--- src/rtl/uaf_pkg.sv ---
// Shared constants, types and address-match helpers for the address filter.
// Assumes a single 200 MHz clock domain and classic Wishbone register access.
package uaf_pkg;

  // ****************************************************************
  // Structure
  // ****************************************************************
  localparam int PORTS = 2;

  // ****************************************************************
  // Register byte offsets
  // ****************************************************************
  localparam logic [7:0] OFS_CTRL [PORTS] = '{8'h00, 8'h0C};
  localparam logic [7:0] OFS_ADDR [PORTS] = '{8'h04, 8'h10};
  localparam logic [7:0] OFS_MASK [PORTS] = '{8'h08, 8'h14};
  localparam logic [7:0] OFS_INT_STAT = 8'h18;
  localparam logic [7:0] OFS_INT_MASK = 8'h1C;

  // ****************************************************************
  // serial_control field positions
  // ****************************************************************
  localparam int CTL_RX_DONE = 0;
  localparam int CTL_TX_DONE = 1;
  localparam int CTL_NINTH   = 2;
  localparam int CTL_RX_EN   = 4;
  localparam int CTL_MP_EN   = 5;
  localparam int CTL_MODE_LO = 6;
  localparam int CTL_MODE_HI = 7;
  localparam logic [7:0] CTL_WR_MASK = 8'hF0;

  // ****************************************************************
  // Values after reset
  // ****************************************************************
  localparam logic [7:0]  CTRL_RST     = 8'h00;
  localparam logic [7:0]  ADDR_RST     = 8'h00;
  localparam logic [7:0]  MASK_RST     = 8'h00;
  localparam logic [3:0]  INT_STAT_RST = 4'h0;
  localparam logic [3:0]  INT_MASK_RST = 4'h0;
  localparam logic [31:0] DAT_RST      = 32'h0000_0000;

  // ****************************************************************
  // Interrupt arbitration slots, one status bit per slot
  // ****************************************************************
  localparam int SLOT_FIRST  = 9;
  localparam int SLOT_P0_RX  = 9;
  localparam int SLOT_P0_TX  = 10;
  localparam int SLOT_P1_RX  = 11;
  localparam int SLOT_P1_TX  = 12;
  localparam int IRQ_BIT_RX [PORTS] = '{SLOT_P0_RX - SLOT_FIRST, SLOT_P1_RX - SLOT_FIRST};
  localparam int IRQ_BIT_TX [PORTS] = '{SLOT_P0_TX - SLOT_FIRST, SLOT_P1_TX - SLOT_FIRST};

  typedef enum logic [1:0] {
    MODE_SHIFT = 2'b00,
    MODE_8VAR  = 2'b01,
    MODE_9FIX  = 2'b10,
    MODE_9VAR  = 2'b11
  } uaf_mode_e;

  // ****************************************************************
  // Address match helpers
  // ****************************************************************
  function automatic logic uafGivenMatch(input logic [7:0] rx, input logic [7:0] addr,
                                         input logic [7:0] mask);
    return ((rx ^ addr) & mask) == 8'h00;
  endfunction

  function automatic logic uafBcastMatch(input logic [7:0] rx, input logic [7:0] addr,
                                         input logic [7:0] mask);
    return ((addr | mask) & ~rx) == 8'h00;
  endfunction

endpackage

--- src/rtl/uaf_rx_if.sv ---
// Frame qualification handshake between the register block and a filter.
// Assumes both ends run on the same clock; no crossing inside.
`timescale 1ns/100ps
interface uaf_rx_if;
  import uaf_pkg::*;
  logic            frameValid;
  logic [7:0]      data;
  logic            bit9;
  logic            stopOk;
  uaf_mode_e       mode;
  logic            mpEnable;
  logic [7:0]      addrValue;
  logic [7:0]      addrMask;
  logic            accept;
  logic            ninthLoad;
  logic            ninth;

  modport ctrl (output frameValid, data, bit9, stopOk, mode, mpEnable, addrValue, addrMask,
                input  accept, ninthLoad, ninth);
  modport filt (input  frameValid, data, bit9, stopOk, mode, mpEnable, addrValue, addrMask,
                output accept, ninthLoad, ninth);
endinterface

--- src/rtl/uaf_addr_filter.sv ---
// Per-port receive qualification: decides if a finished frame completes reception.
// Assumes frame events arrive as one-cycle pulses on the block clock.
`timescale 1ns/100ps
module uaf_addr_filter
  import uaf_pkg::*;
(
  input  wire logic clk,
  input  wire logic arst_n,
  uaf_rx_if.filt    bus
);
  import uaf_pkg::*;

  logic acceptFf;
  logic ninthLoadFf;
  logic ninthFf;
  logic nxt_accept;
  logic nxt_ninthLoad;
  logic nxt_ninth;
  logic isAddr;
  logic hit;

  // ****************************************************************
  // Qualification
  // ****************************************************************
  always_comb begin
    nxt_accept    = 1'b0;
    nxt_ninthLoad = 1'b0;
    nxt_ninth     = ninthFf;
    isAddr        = bus.bit9;
    hit           = uafGivenMatch(bus.data, bus.addrValue, bus.addrMask) |
                    uafBcastMatch(bus.data, bus.addrValue, bus.addrMask);
    if (bus.frameValid) begin
      case (bus.mode)
        MODE_SHIFT: begin
          nxt_accept = 1'b1;
        end
        MODE_8VAR: begin
          nxt_accept    = ~bus.mpEnable | bus.stopOk;
          nxt_ninthLoad = nxt_accept;
          nxt_ninth     = bus.stopOk;
        end
        MODE_9FIX, MODE_9VAR: begin
          // Data frames are dropped while filtering; mismatched addresses too
          nxt_accept    = ~bus.mpEnable | (isAddr & hit);
          nxt_ninthLoad = nxt_accept;
          nxt_ninth     = bus.bit9;
        end
        default: begin
          nxt_accept = 1'b0;
        end
      endcase
    end
  end

  always_ff @(posedge clk or negedge arst_n) begin
    if (!arst_n) begin
      acceptFf    <= 1'b0;
      ninthLoadFf <= 1'b0;
      ninthFf     <= 1'b0;
    end else begin
      acceptFf    <= nxt_accept;
      ninthLoadFf <= nxt_ninthLoad;
      ninthFf     <= nxt_ninth;
    end
  end

  assign bus.accept    = acceptFf;
  assign bus.ninthLoad = ninthLoadFf;
  assign bus.ninth     = ninthFf;

endmodule

--- src/rtl/uaf_top.sv ---
// Dual-port serial receive qualification with address recognition and interrupts.
// Assumes frame and transmit events come from same-clock shifter logic, one-cycle
// pulses, and registers are reached over a classic Wishbone slave port.
`timescale 1ns/100ps

module uaf_top
  import uaf_pkg::*;
(
  input  wire logic                     clk,
  input  wire logic                     arst_n,
  // Wishbone classic slave
  input  wire logic                     wb_cyc_i,
  input  wire logic                     wb_stb_i,
  input  wire logic                     wb_we_i,
  input  wire logic [7:0]               wb_adr_i,
  input  wire logic [3:0]               wb_sel_i,
  input  wire logic [31:0]              wb_dat_i,
  output logic      [31:0]              wb_dat_o,
  output logic                          wb_ack_o,
  // Receiver and transmitter events
  input  wire logic [uaf_pkg::PORTS-1:0] rxFrameValid,
  input  wire logic [7:0]               rxFrameData0,
  input  wire logic [7:0]               rxFrameData1,
  input  wire logic [uaf_pkg::PORTS-1:0] rxFrameBit9,
  input  wire logic [uaf_pkg::PORTS-1:0] rxFrameStopOk,
  input  wire logic [uaf_pkg::PORTS-1:0] txDone,
  // Interrupts
  output logic      [3:0]               irqReq,
  output logic                          irq
);
  import uaf_pkg::*;

  // ****************************************************************
  // State
  // ****************************************************************
  logic [7:0]  ctrl_ff      [PORTS];
  logic [7:0]  addrValue_ff [PORTS];
  logic [7:0]  addrMask_ff  [PORTS];
  logic [3:0]  intStat_ff;
  logic [3:0]  intMask_ff;
  logic        ack_ff;
  logic [31:0] datOut_ff;
  logic [3:0]  irqReq_ff;
  logic        irq_ff;

  logic [7:0]  nxt_ctrl      [PORTS];
  logic [7:0]  nxt_addrValue [PORTS];
  logic [7:0]  nxt_addrMask  [PORTS];
  logic [3:0]  nxt_intStat;
  logic [3:0]  nxt_intMask;
  logic        nxt_ack;
  logic [31:0] nxt_datOut;
  logic [3:0]  nxt_irqReq;
  logic        nxt_irq;

  logic [PORTS-1:0] filtAccept;
  logic [PORTS-1:0] filtNinthLoad;
  logic [PORTS-1:0] filtNinth;
  logic [7:0]       rxData [PORTS];

  logic        wbReq;
  logic        wrStrobe;
  logic [3:0]  intSet;
  logic [3:0]  intClr;
  logic [1:0]  flagClr;
  logic [7:0]  rdByte;

  assign rxData[0] = rxFrameData0;
  assign rxData[1] = rxFrameData1;

  // ****************************************************************
  // Per-port filters
  // ****************************************************************
  uaf_rx_if rxIf [PORTS] ();

  for (genvar g = 0; g < PORTS; g++) begin : gPort
    assign rxIf[g].frameValid = rxFrameValid[g] & ctrl_ff[g][CTL_RX_EN];
    assign rxIf[g].data       = rxData[g];
    assign rxIf[g].bit9       = rxFrameBit9[g];
    assign rxIf[g].stopOk     = rxFrameStopOk[g];
    assign rxIf[g].mode       = uaf_mode_e'(ctrl_ff[g][CTL_MODE_HI:CTL_MODE_LO]);
    assign rxIf[g].mpEnable   = ctrl_ff[g][CTL_MP_EN];
    assign rxIf[g].addrValue  = addrValue_ff[g];
    assign rxIf[g].addrMask   = addrMask_ff[g];
    assign filtAccept[g]      = rxIf[g].accept;
    assign filtNinthLoad[g]   = rxIf[g].ninthLoad;
    assign filtNinth[g]       = rxIf[g].ninth;

    uaf_addr_filter uFilter (
      .clk    (clk),
      .arst_n (arst_n),
      .bus    (rxIf[g])
    );
  end

  // ****************************************************************
  // Register bus and flag update
  // ****************************************************************
  // Write commits on the edge that the master sees ack, so one request
  // never writes twice even if the master holds strobe a cycle longer.
  always_comb begin
    wbReq    = wb_cyc_i & wb_stb_i;
    wrStrobe = wbReq & wb_we_i & ack_ff & wb_sel_i[0];
    nxt_ack  = wbReq & ~ack_ff;

    nxt_ctrl      = ctrl_ff;
    nxt_addrValue = addrValue_ff;
    nxt_addrMask  = addrMask_ff;
    nxt_intMask   = intMask_ff;
    intSet        = 4'h0;
    intClr        = 4'h0;
    flagClr       = 2'b00;
    rdByte        = 8'h00;

    for (int p = 0; p < PORTS; p++) begin
      flagClr = 2'b00;
      if (wrStrobe && wb_adr_i == OFS_CTRL[p]) begin
        nxt_ctrl[p] = (ctrl_ff[p] & ~CTL_WR_MASK) | (wb_dat_i[7:0] & CTL_WR_MASK);
        flagClr     = wb_dat_i[CTL_TX_DONE:CTL_RX_DONE];
      end
      if (wrStrobe && wb_adr_i == OFS_ADDR[p]) begin
        nxt_addrValue[p] = wb_dat_i[7:0];
      end
      if (wrStrobe && wb_adr_i == OFS_MASK[p]) begin
        nxt_addrMask[p] = wb_dat_i[7:0];
      end
      // Hardware set wins over a software clear in the same cycle
      nxt_ctrl[p][CTL_RX_DONE] = (ctrl_ff[p][CTL_RX_DONE] & ~flagClr[0]) | filtAccept[p];
      nxt_ctrl[p][CTL_TX_DONE] = (ctrl_ff[p][CTL_TX_DONE] & ~flagClr[1]) | txDone[p];
      if (filtNinthLoad[p]) begin
        nxt_ctrl[p][CTL_NINTH] = filtNinth[p];
      end
      intSet[IRQ_BIT_RX[p]] = filtAccept[p];
      intSet[IRQ_BIT_TX[p]] = txDone[p];
      if (wb_adr_i == OFS_CTRL[p]) begin
        rdByte = ctrl_ff[p];
      end
      if (wb_adr_i == OFS_ADDR[p]) begin
        rdByte = addrValue_ff[p];
      end
      if (wb_adr_i == OFS_MASK[p]) begin
        rdByte = addrMask_ff[p];
      end
    end

    if (wrStrobe && wb_adr_i == OFS_INT_STAT) begin
      intClr = wb_dat_i[3:0];
    end
    if (wrStrobe && wb_adr_i == OFS_INT_MASK) begin
      nxt_intMask = wb_dat_i[3:0];
    end
    if (wb_adr_i == OFS_INT_STAT) begin
      rdByte = {4'h0, intStat_ff};
    end
    if (wb_adr_i == OFS_INT_MASK) begin
      rdByte = {4'h0, intMask_ff};
    end

    nxt_intStat = (intStat_ff & ~intClr) | intSet;

    // Unmapped addresses read zero and still get an ack
    nxt_datOut = datOut_ff;
    if (wbReq & ~ack_ff) begin
      nxt_datOut = {24'h000000, rdByte};
    end

    nxt_irqReq = intStat_ff & intMask_ff;
    nxt_irq    = |(intStat_ff & intMask_ff);
  end

  // ****************************************************************
  // Registers
  // ****************************************************************
  always_ff @(posedge clk or negedge arst_n) begin
    if (!arst_n) begin
      for (int p = 0; p < PORTS; p++) begin
        ctrl_ff[p]      <= CTRL_RST;
        addrValue_ff[p] <= ADDR_RST;
        addrMask_ff[p]  <= MASK_RST;
      end
      intStat_ff <= INT_STAT_RST;
      intMask_ff <= INT_MASK_RST;
      ack_ff     <= 1'b0;
      datOut_ff  <= DAT_RST;
      irqReq_ff  <= INT_STAT_RST;
      irq_ff     <= 1'b0;
    end else begin
      ctrl_ff      <= nxt_ctrl;
      addrValue_ff <= nxt_addrValue;
      addrMask_ff  <= nxt_addrMask;
      intStat_ff   <= nxt_intStat;
      intMask_ff   <= nxt_intMask;
      ack_ff       <= nxt_ack;
      datOut_ff    <= nxt_datOut;
      irqReq_ff    <= nxt_irqReq;
      irq_ff       <= nxt_irq;
    end
  end

  // ****************************************************************
  // Outputs
  // ****************************************************************
  assign wb_dat_o = datOut_ff;
  assign wb_ack_o = ack_ff;
  assign irqReq   = irqReq_ff;
  assign irq      = irq_ff;

endmodule

--- config.mk ---
export PLATFORM = sky130hd
export DESIGN_NAME = uaf_top
export DESIGN_NICKNAME = d
export VERILOG_FILES = /design/src/rtl/uaf_pkg.sv /design/src/rtl/uaf_rx_if.sv /design/src/rtl/uaf_addr_filter.sv /design/src/rtl/uaf_top.sv
export SDC_FILE = /design/constraint.sdc
export NUM_CORES = 1
export LEC_CHECK = 0
export BUFFER_PORTS_ARGS = -buffer_cell sky130_fd_sc_hd__buf_4
export CORE_AREA = 3 3 122 124
export DETAILED_ROUTE_END_ITERATION = 10
export DIE_AREA = 0 0 125 127
export PLACE_DENSITY_LB_ADDON = 0.05
export SYNTH_ARGS = -nofsm -noshare
export SYNTH_HDL_FRONTEND = slang
export SYNTH_SLANG_ARGS = --single-unit
--- constraint.sdc ---
create_clock -name clk -period 2.9 [get_ports clk]
set_input_delay 0.435 -clock clk [delete_from_list [all_inputs] [get_ports clk]]
set_output_delay 0.435 -clock clk [all_outputs]
set_load 0.02 [all_outputs]
==> metrics.md <==
| Metric | Value |
|---|---|
| Status | complete, no violations |
| Die X | 125 um |
| Crit path cell chain | buf_4 -> or4b_4 -> a211oi_1 -> a21oi_1 -> o311ai_0 -> o21a_1 |
| Final wirelength | 11,900 um |
| DR vias/cell | 4.82 |
| Total grt overflow | 0 |
| Clock root buffer | clkbuf_16 |
| Buf/Inv on CP | 1 |
| Worst-path clk slew | 0.06 ns |
| Slew HR | 0.341 |
| Worst Hold Class | primary input to asynchronous set/reset pin |
| First-pass GRT wire length | 18,400 um |
| Max_cap viols | 0 |
| YS warnings | 0 |
| Chip Height | 127 um |
| Vias in the first global route | 3,124 |
| Synth Area in Adders | 0 |
| Gp weighted congestion | 0.798 |
| Pwr dens | 483 nW/um^2 |
| WHS | 0.248 ns |
| Crit Path Max Fanout | 5 |
| Crit path capture | wb_dat_o[3]$_DFFE_PN0P_ |
| Seq cells post-synth | 74 |
| Post-route setup TNS | 0 ns |
| Layout cell share with drive strength beyond 1 | 0.314 |
| Min cycle time layout | 2.07 ns |
| DR iter-0 viols | 108 |
| Post-synthesis sequential area ratio | 0.465 |
| Post-synth top flop | dfrtp_1 |
| RSZ-0062 raised after global routing | false |
| GRT Overall Usage | 0.153 |
| Reg-to-Reg End | ctrl_ff[14]$_DFFE_PN0N_ |
| H-tree levels | 3 |
| Worst r2r src | wb_ack_o$_DFF_PN0_ |
| Drt drc | 0 |
| N_diodes | 0 |
| Rows | 43 |
| Initial Util | 0.287 |
| Input/output buffers | 59 |
| Worst-Skew Late Latency | 0.34 ns |
| Critical path's slowest cell | o311ai_0 |
| Final setup fails | 0 |
| Multiplexer area fraction after synthesis | 0.170 |
| Wirelength per Cell | 19.3 um |
| CP required | 3.18 ns |
| Count of final max-slew check failures | 0 |
| Largest net degree at the start of global routing | 75 |
| Syn avg cell area | 10.9 um^2 |
| Count of final hold-check violations | 0 |
| Core box area | 13,900 um^2 |
| Reg2Reg Depth | 5 |
| Synth Area in Simple Gates | 0.124 |
| Crit path arrival time | 2.34 ns |
| # resized after CTS | 0 |
| Worst vdd ir | 0.225 mV |
| HPWL after DPL | 8960 um |
| Worst slew pin tran | 0.988 ns |
| Fin crit share | 0.713 |
| XOR/XNOR Fraction of Synth Area | 0.0352 |
| Crit path max-delay family | compound AO/OA/AOI/OAI gates |
| Post-Syn Area | 3980 um^2 |
| Num Clock Sinks | 74 |
| Nets@finish | 504 |
| Initial antenna violation count | 0 |
| CP Capture Type | flop |
| Post-CTS Setup Bufs | 0 |
| Critical Path Max Stage Delay | 0.61 ns |
| Stages on worst setup path | 6 |
| Crit path launch type | primary input |
| Critical Path Source | wb_adr_i[5] |
| Post-CTS Hold Buffers | 0 |
| Clock Skew | 0.00659 ns |
| Longest Clk Path Bufs | 2 |
| CTS tree | done |
| Area growth syn-to-layout | 21.4% |
| Final core utilization | 0.348 |
| Vias | 2,967 |
| CTS buffer count | 9 |
| Post-synth EDFFs | 0 |
| Ys async rst share | 1.00 |
| Antenna Nets Post-Route | 0 |
| Cell variety after synth | 46 |
| Fmax | 484 MHz |
| Complex-gate fraction of the synthesized area | 0.145 |
| Die ar. | 15,900 um^2 |
| Largest family of logic cells by synthesized area | multiplexers |
| Io pins | 111 |
| Slack of the worst reg-to-reg path | 0.95 ns |
| WS Path Type | primary input to flop |
| Leak | 2.32 nW |
| First-pass DRT Iterations | 4 |
| Syn Inst Count | 364 |
==> state kept, by name (all words and copies together), names as in the netlist <==
name / flops
wb_dat_o: 8
rxIf.addrValue: 16
gPort.uFilter.bus.ninthLoad: 2
intStat_ff: 4
rxIf.addrMask: 16
gPort.uFilter.bus.ninth: 2
irq: 1
intMask_ff: 4
gPort.uFilter.bus.accept: 2
wb_ack_o: 1
ctrl_ff: 14
irqReq: 4
==> cell type report <==
class                   count  area, um^2
inverters                   4        15.0
fillers                  1413        9050
clock buffers              13         250
flip-flops and latches     74        1850
well taps                 180         225
multi-input cells         276        1980
repair buffers             66         495
clock inverters             3        15.0
==> through the flow <==
stage	worst slack, ns	cells	power, mW	area (um^2)
finish	0.833	616	2.33	4830
detailed placement	0.483	600	1.34	4570
global placement	0.463	600	1.34	4570
CTS	0.844	616	2.38	4830
floorplan	0.931	387	1.22	4070
global route	0.802	616	2.43	4830
==> synthesized netlist by cell type (2+ instances only) <==
| cell | n | area (um^2) |
|---|---|---|
| a221oi_1 | 2 | 17.5 |
| buf_2 | 5 | 25.0 |
| o2111ai_1 | 2 | 17.5 |
| a31oi_1 | 7 | 43.8 |
| or3_1 | 7 | 43.8 |
| mux4_2 | 5 | 113 |
| or2_2 | 2 | 12.5 |
| or4_1 | 3 | 22.5 |
| mux2_2 | 42 | 473 |
| a21oi_1 | 9 | 45.0 |
| o22a_1 | 2 | 17.5 |
| o21a_1 | 6 | 45.0 |
| xor2_1 | 16 | 140 |
| a41oi_1 | 2 | 17.5 |
| mux2i_1 | 3 | 30.0 |
| a21o_1 | 10 | 75.1 |
| clkbuf_1 | 4 | 15.0 |
| o22ai_1 | 10 | 62.6 |
| o21ai_0 | 14 | 70.1 |
| nand3_1 | 5 | 25.0 |
| mux2_4 | 4 | 60.1 |
| nand2b_1 | 4 | 25.0 |
| inv_1 | 4 | 15.0 |
| o311ai_0 | 2 | 17.5 |
| a22oi_1 | 9 | 67.6 |
| and2_1 | 4 | 25.0 |
| nor2b_1 | 3 | 18.8 |
| a221o_1 | 2 | 20.0 |
| nand2_1 | 34 | 128 |
| nand4_1 | 3 | 18.8 |
| dfrtp_1 | 74 | 1850 |
| buf_4 | 24 | 180 |
| nor2_1 | 21 | 78.8 |
| o21bai_1 | 6 | 45.0 |
| nor3_1 | 3 | 15.0 |
==> cells in the final DEF, fill, tap and decap left out, types with 3 or more instances in the layout <==
cell type / count
dfrtp_1: 74
buf_4: 66
mux2_2: 42
nand2_1: 34
conb_1: 24
nor2_1: 21
xor2_1: 16
o21ai_0: 14
a21o_1: 10
o22ai_1: 10
a22oi_1: 9
a21oi_1: 9
clkbuf_16: 9
or3_1: 7
a31oi_1: 7
o21bai_1: 6
o21a_1: 6
nand3_1: 5
mux4_2: 5
and2_1: 4
nand2b_1: 4
inv_1: 4
mux2_4: 4
nor3_1: 3
or4_1: 3
nor2b_1: 3
nand4_1: 3
mux2i_1: 3
clkinv_2: 3
clkbuf_1: 3
==> worst min-delay path by stage <==
stage,start,endpoint,cells past startpoint
finish,arst_n,intStat_ff[3]$_DFF_PN0_,1
global route,txDone[1],intStat_ff[3]$_DFF_PN0_,2
CTS,txDone[1],ctrl_ff[1]$_DFF_PN0_,2
detailed placement,ctrl_ff[0]$_DFF_PN0_,ctrl_ff[0]$_DFF_PN0_,1
global placement,gPort[0].uFilter.bus.accept$_DFF_PN0_,intStat_ff[0]$_DFF_PN0_,1
floorplan,arst_n,ctrl_ff[0]$_DFF_PN0_,0
==> logic make-up after synthesis <==
kind of cell	Yosys count
and+or+nand+nor	97
AOI/OAI and AO/OA	85
DFF	74
muxes	54
buffers and inverters	37
xor gates and xnor gates	16
other	1
==> where the power goes <==
part,total (mW),internal (mW),switching (mW)
Sequential,1.06,1.05,0.0117
Clock,1.02,0.599,0.419
Combinational,0.255,0.0994,0.156
==> routing by layer <==
metal | part of all wire | vias up | global-route usage
met5 | 0 | - | 0
met4 | 0.017 | 0 | 0.0593
met3 | 0.038 | 12 | 0.0272
met2 | 0.47 | 68 | 0.246
met1 | 0.47 | 1453 | 0.205
li1 | - | 1434 | -
Note: power is estimated with default switching activity, not from simulation.
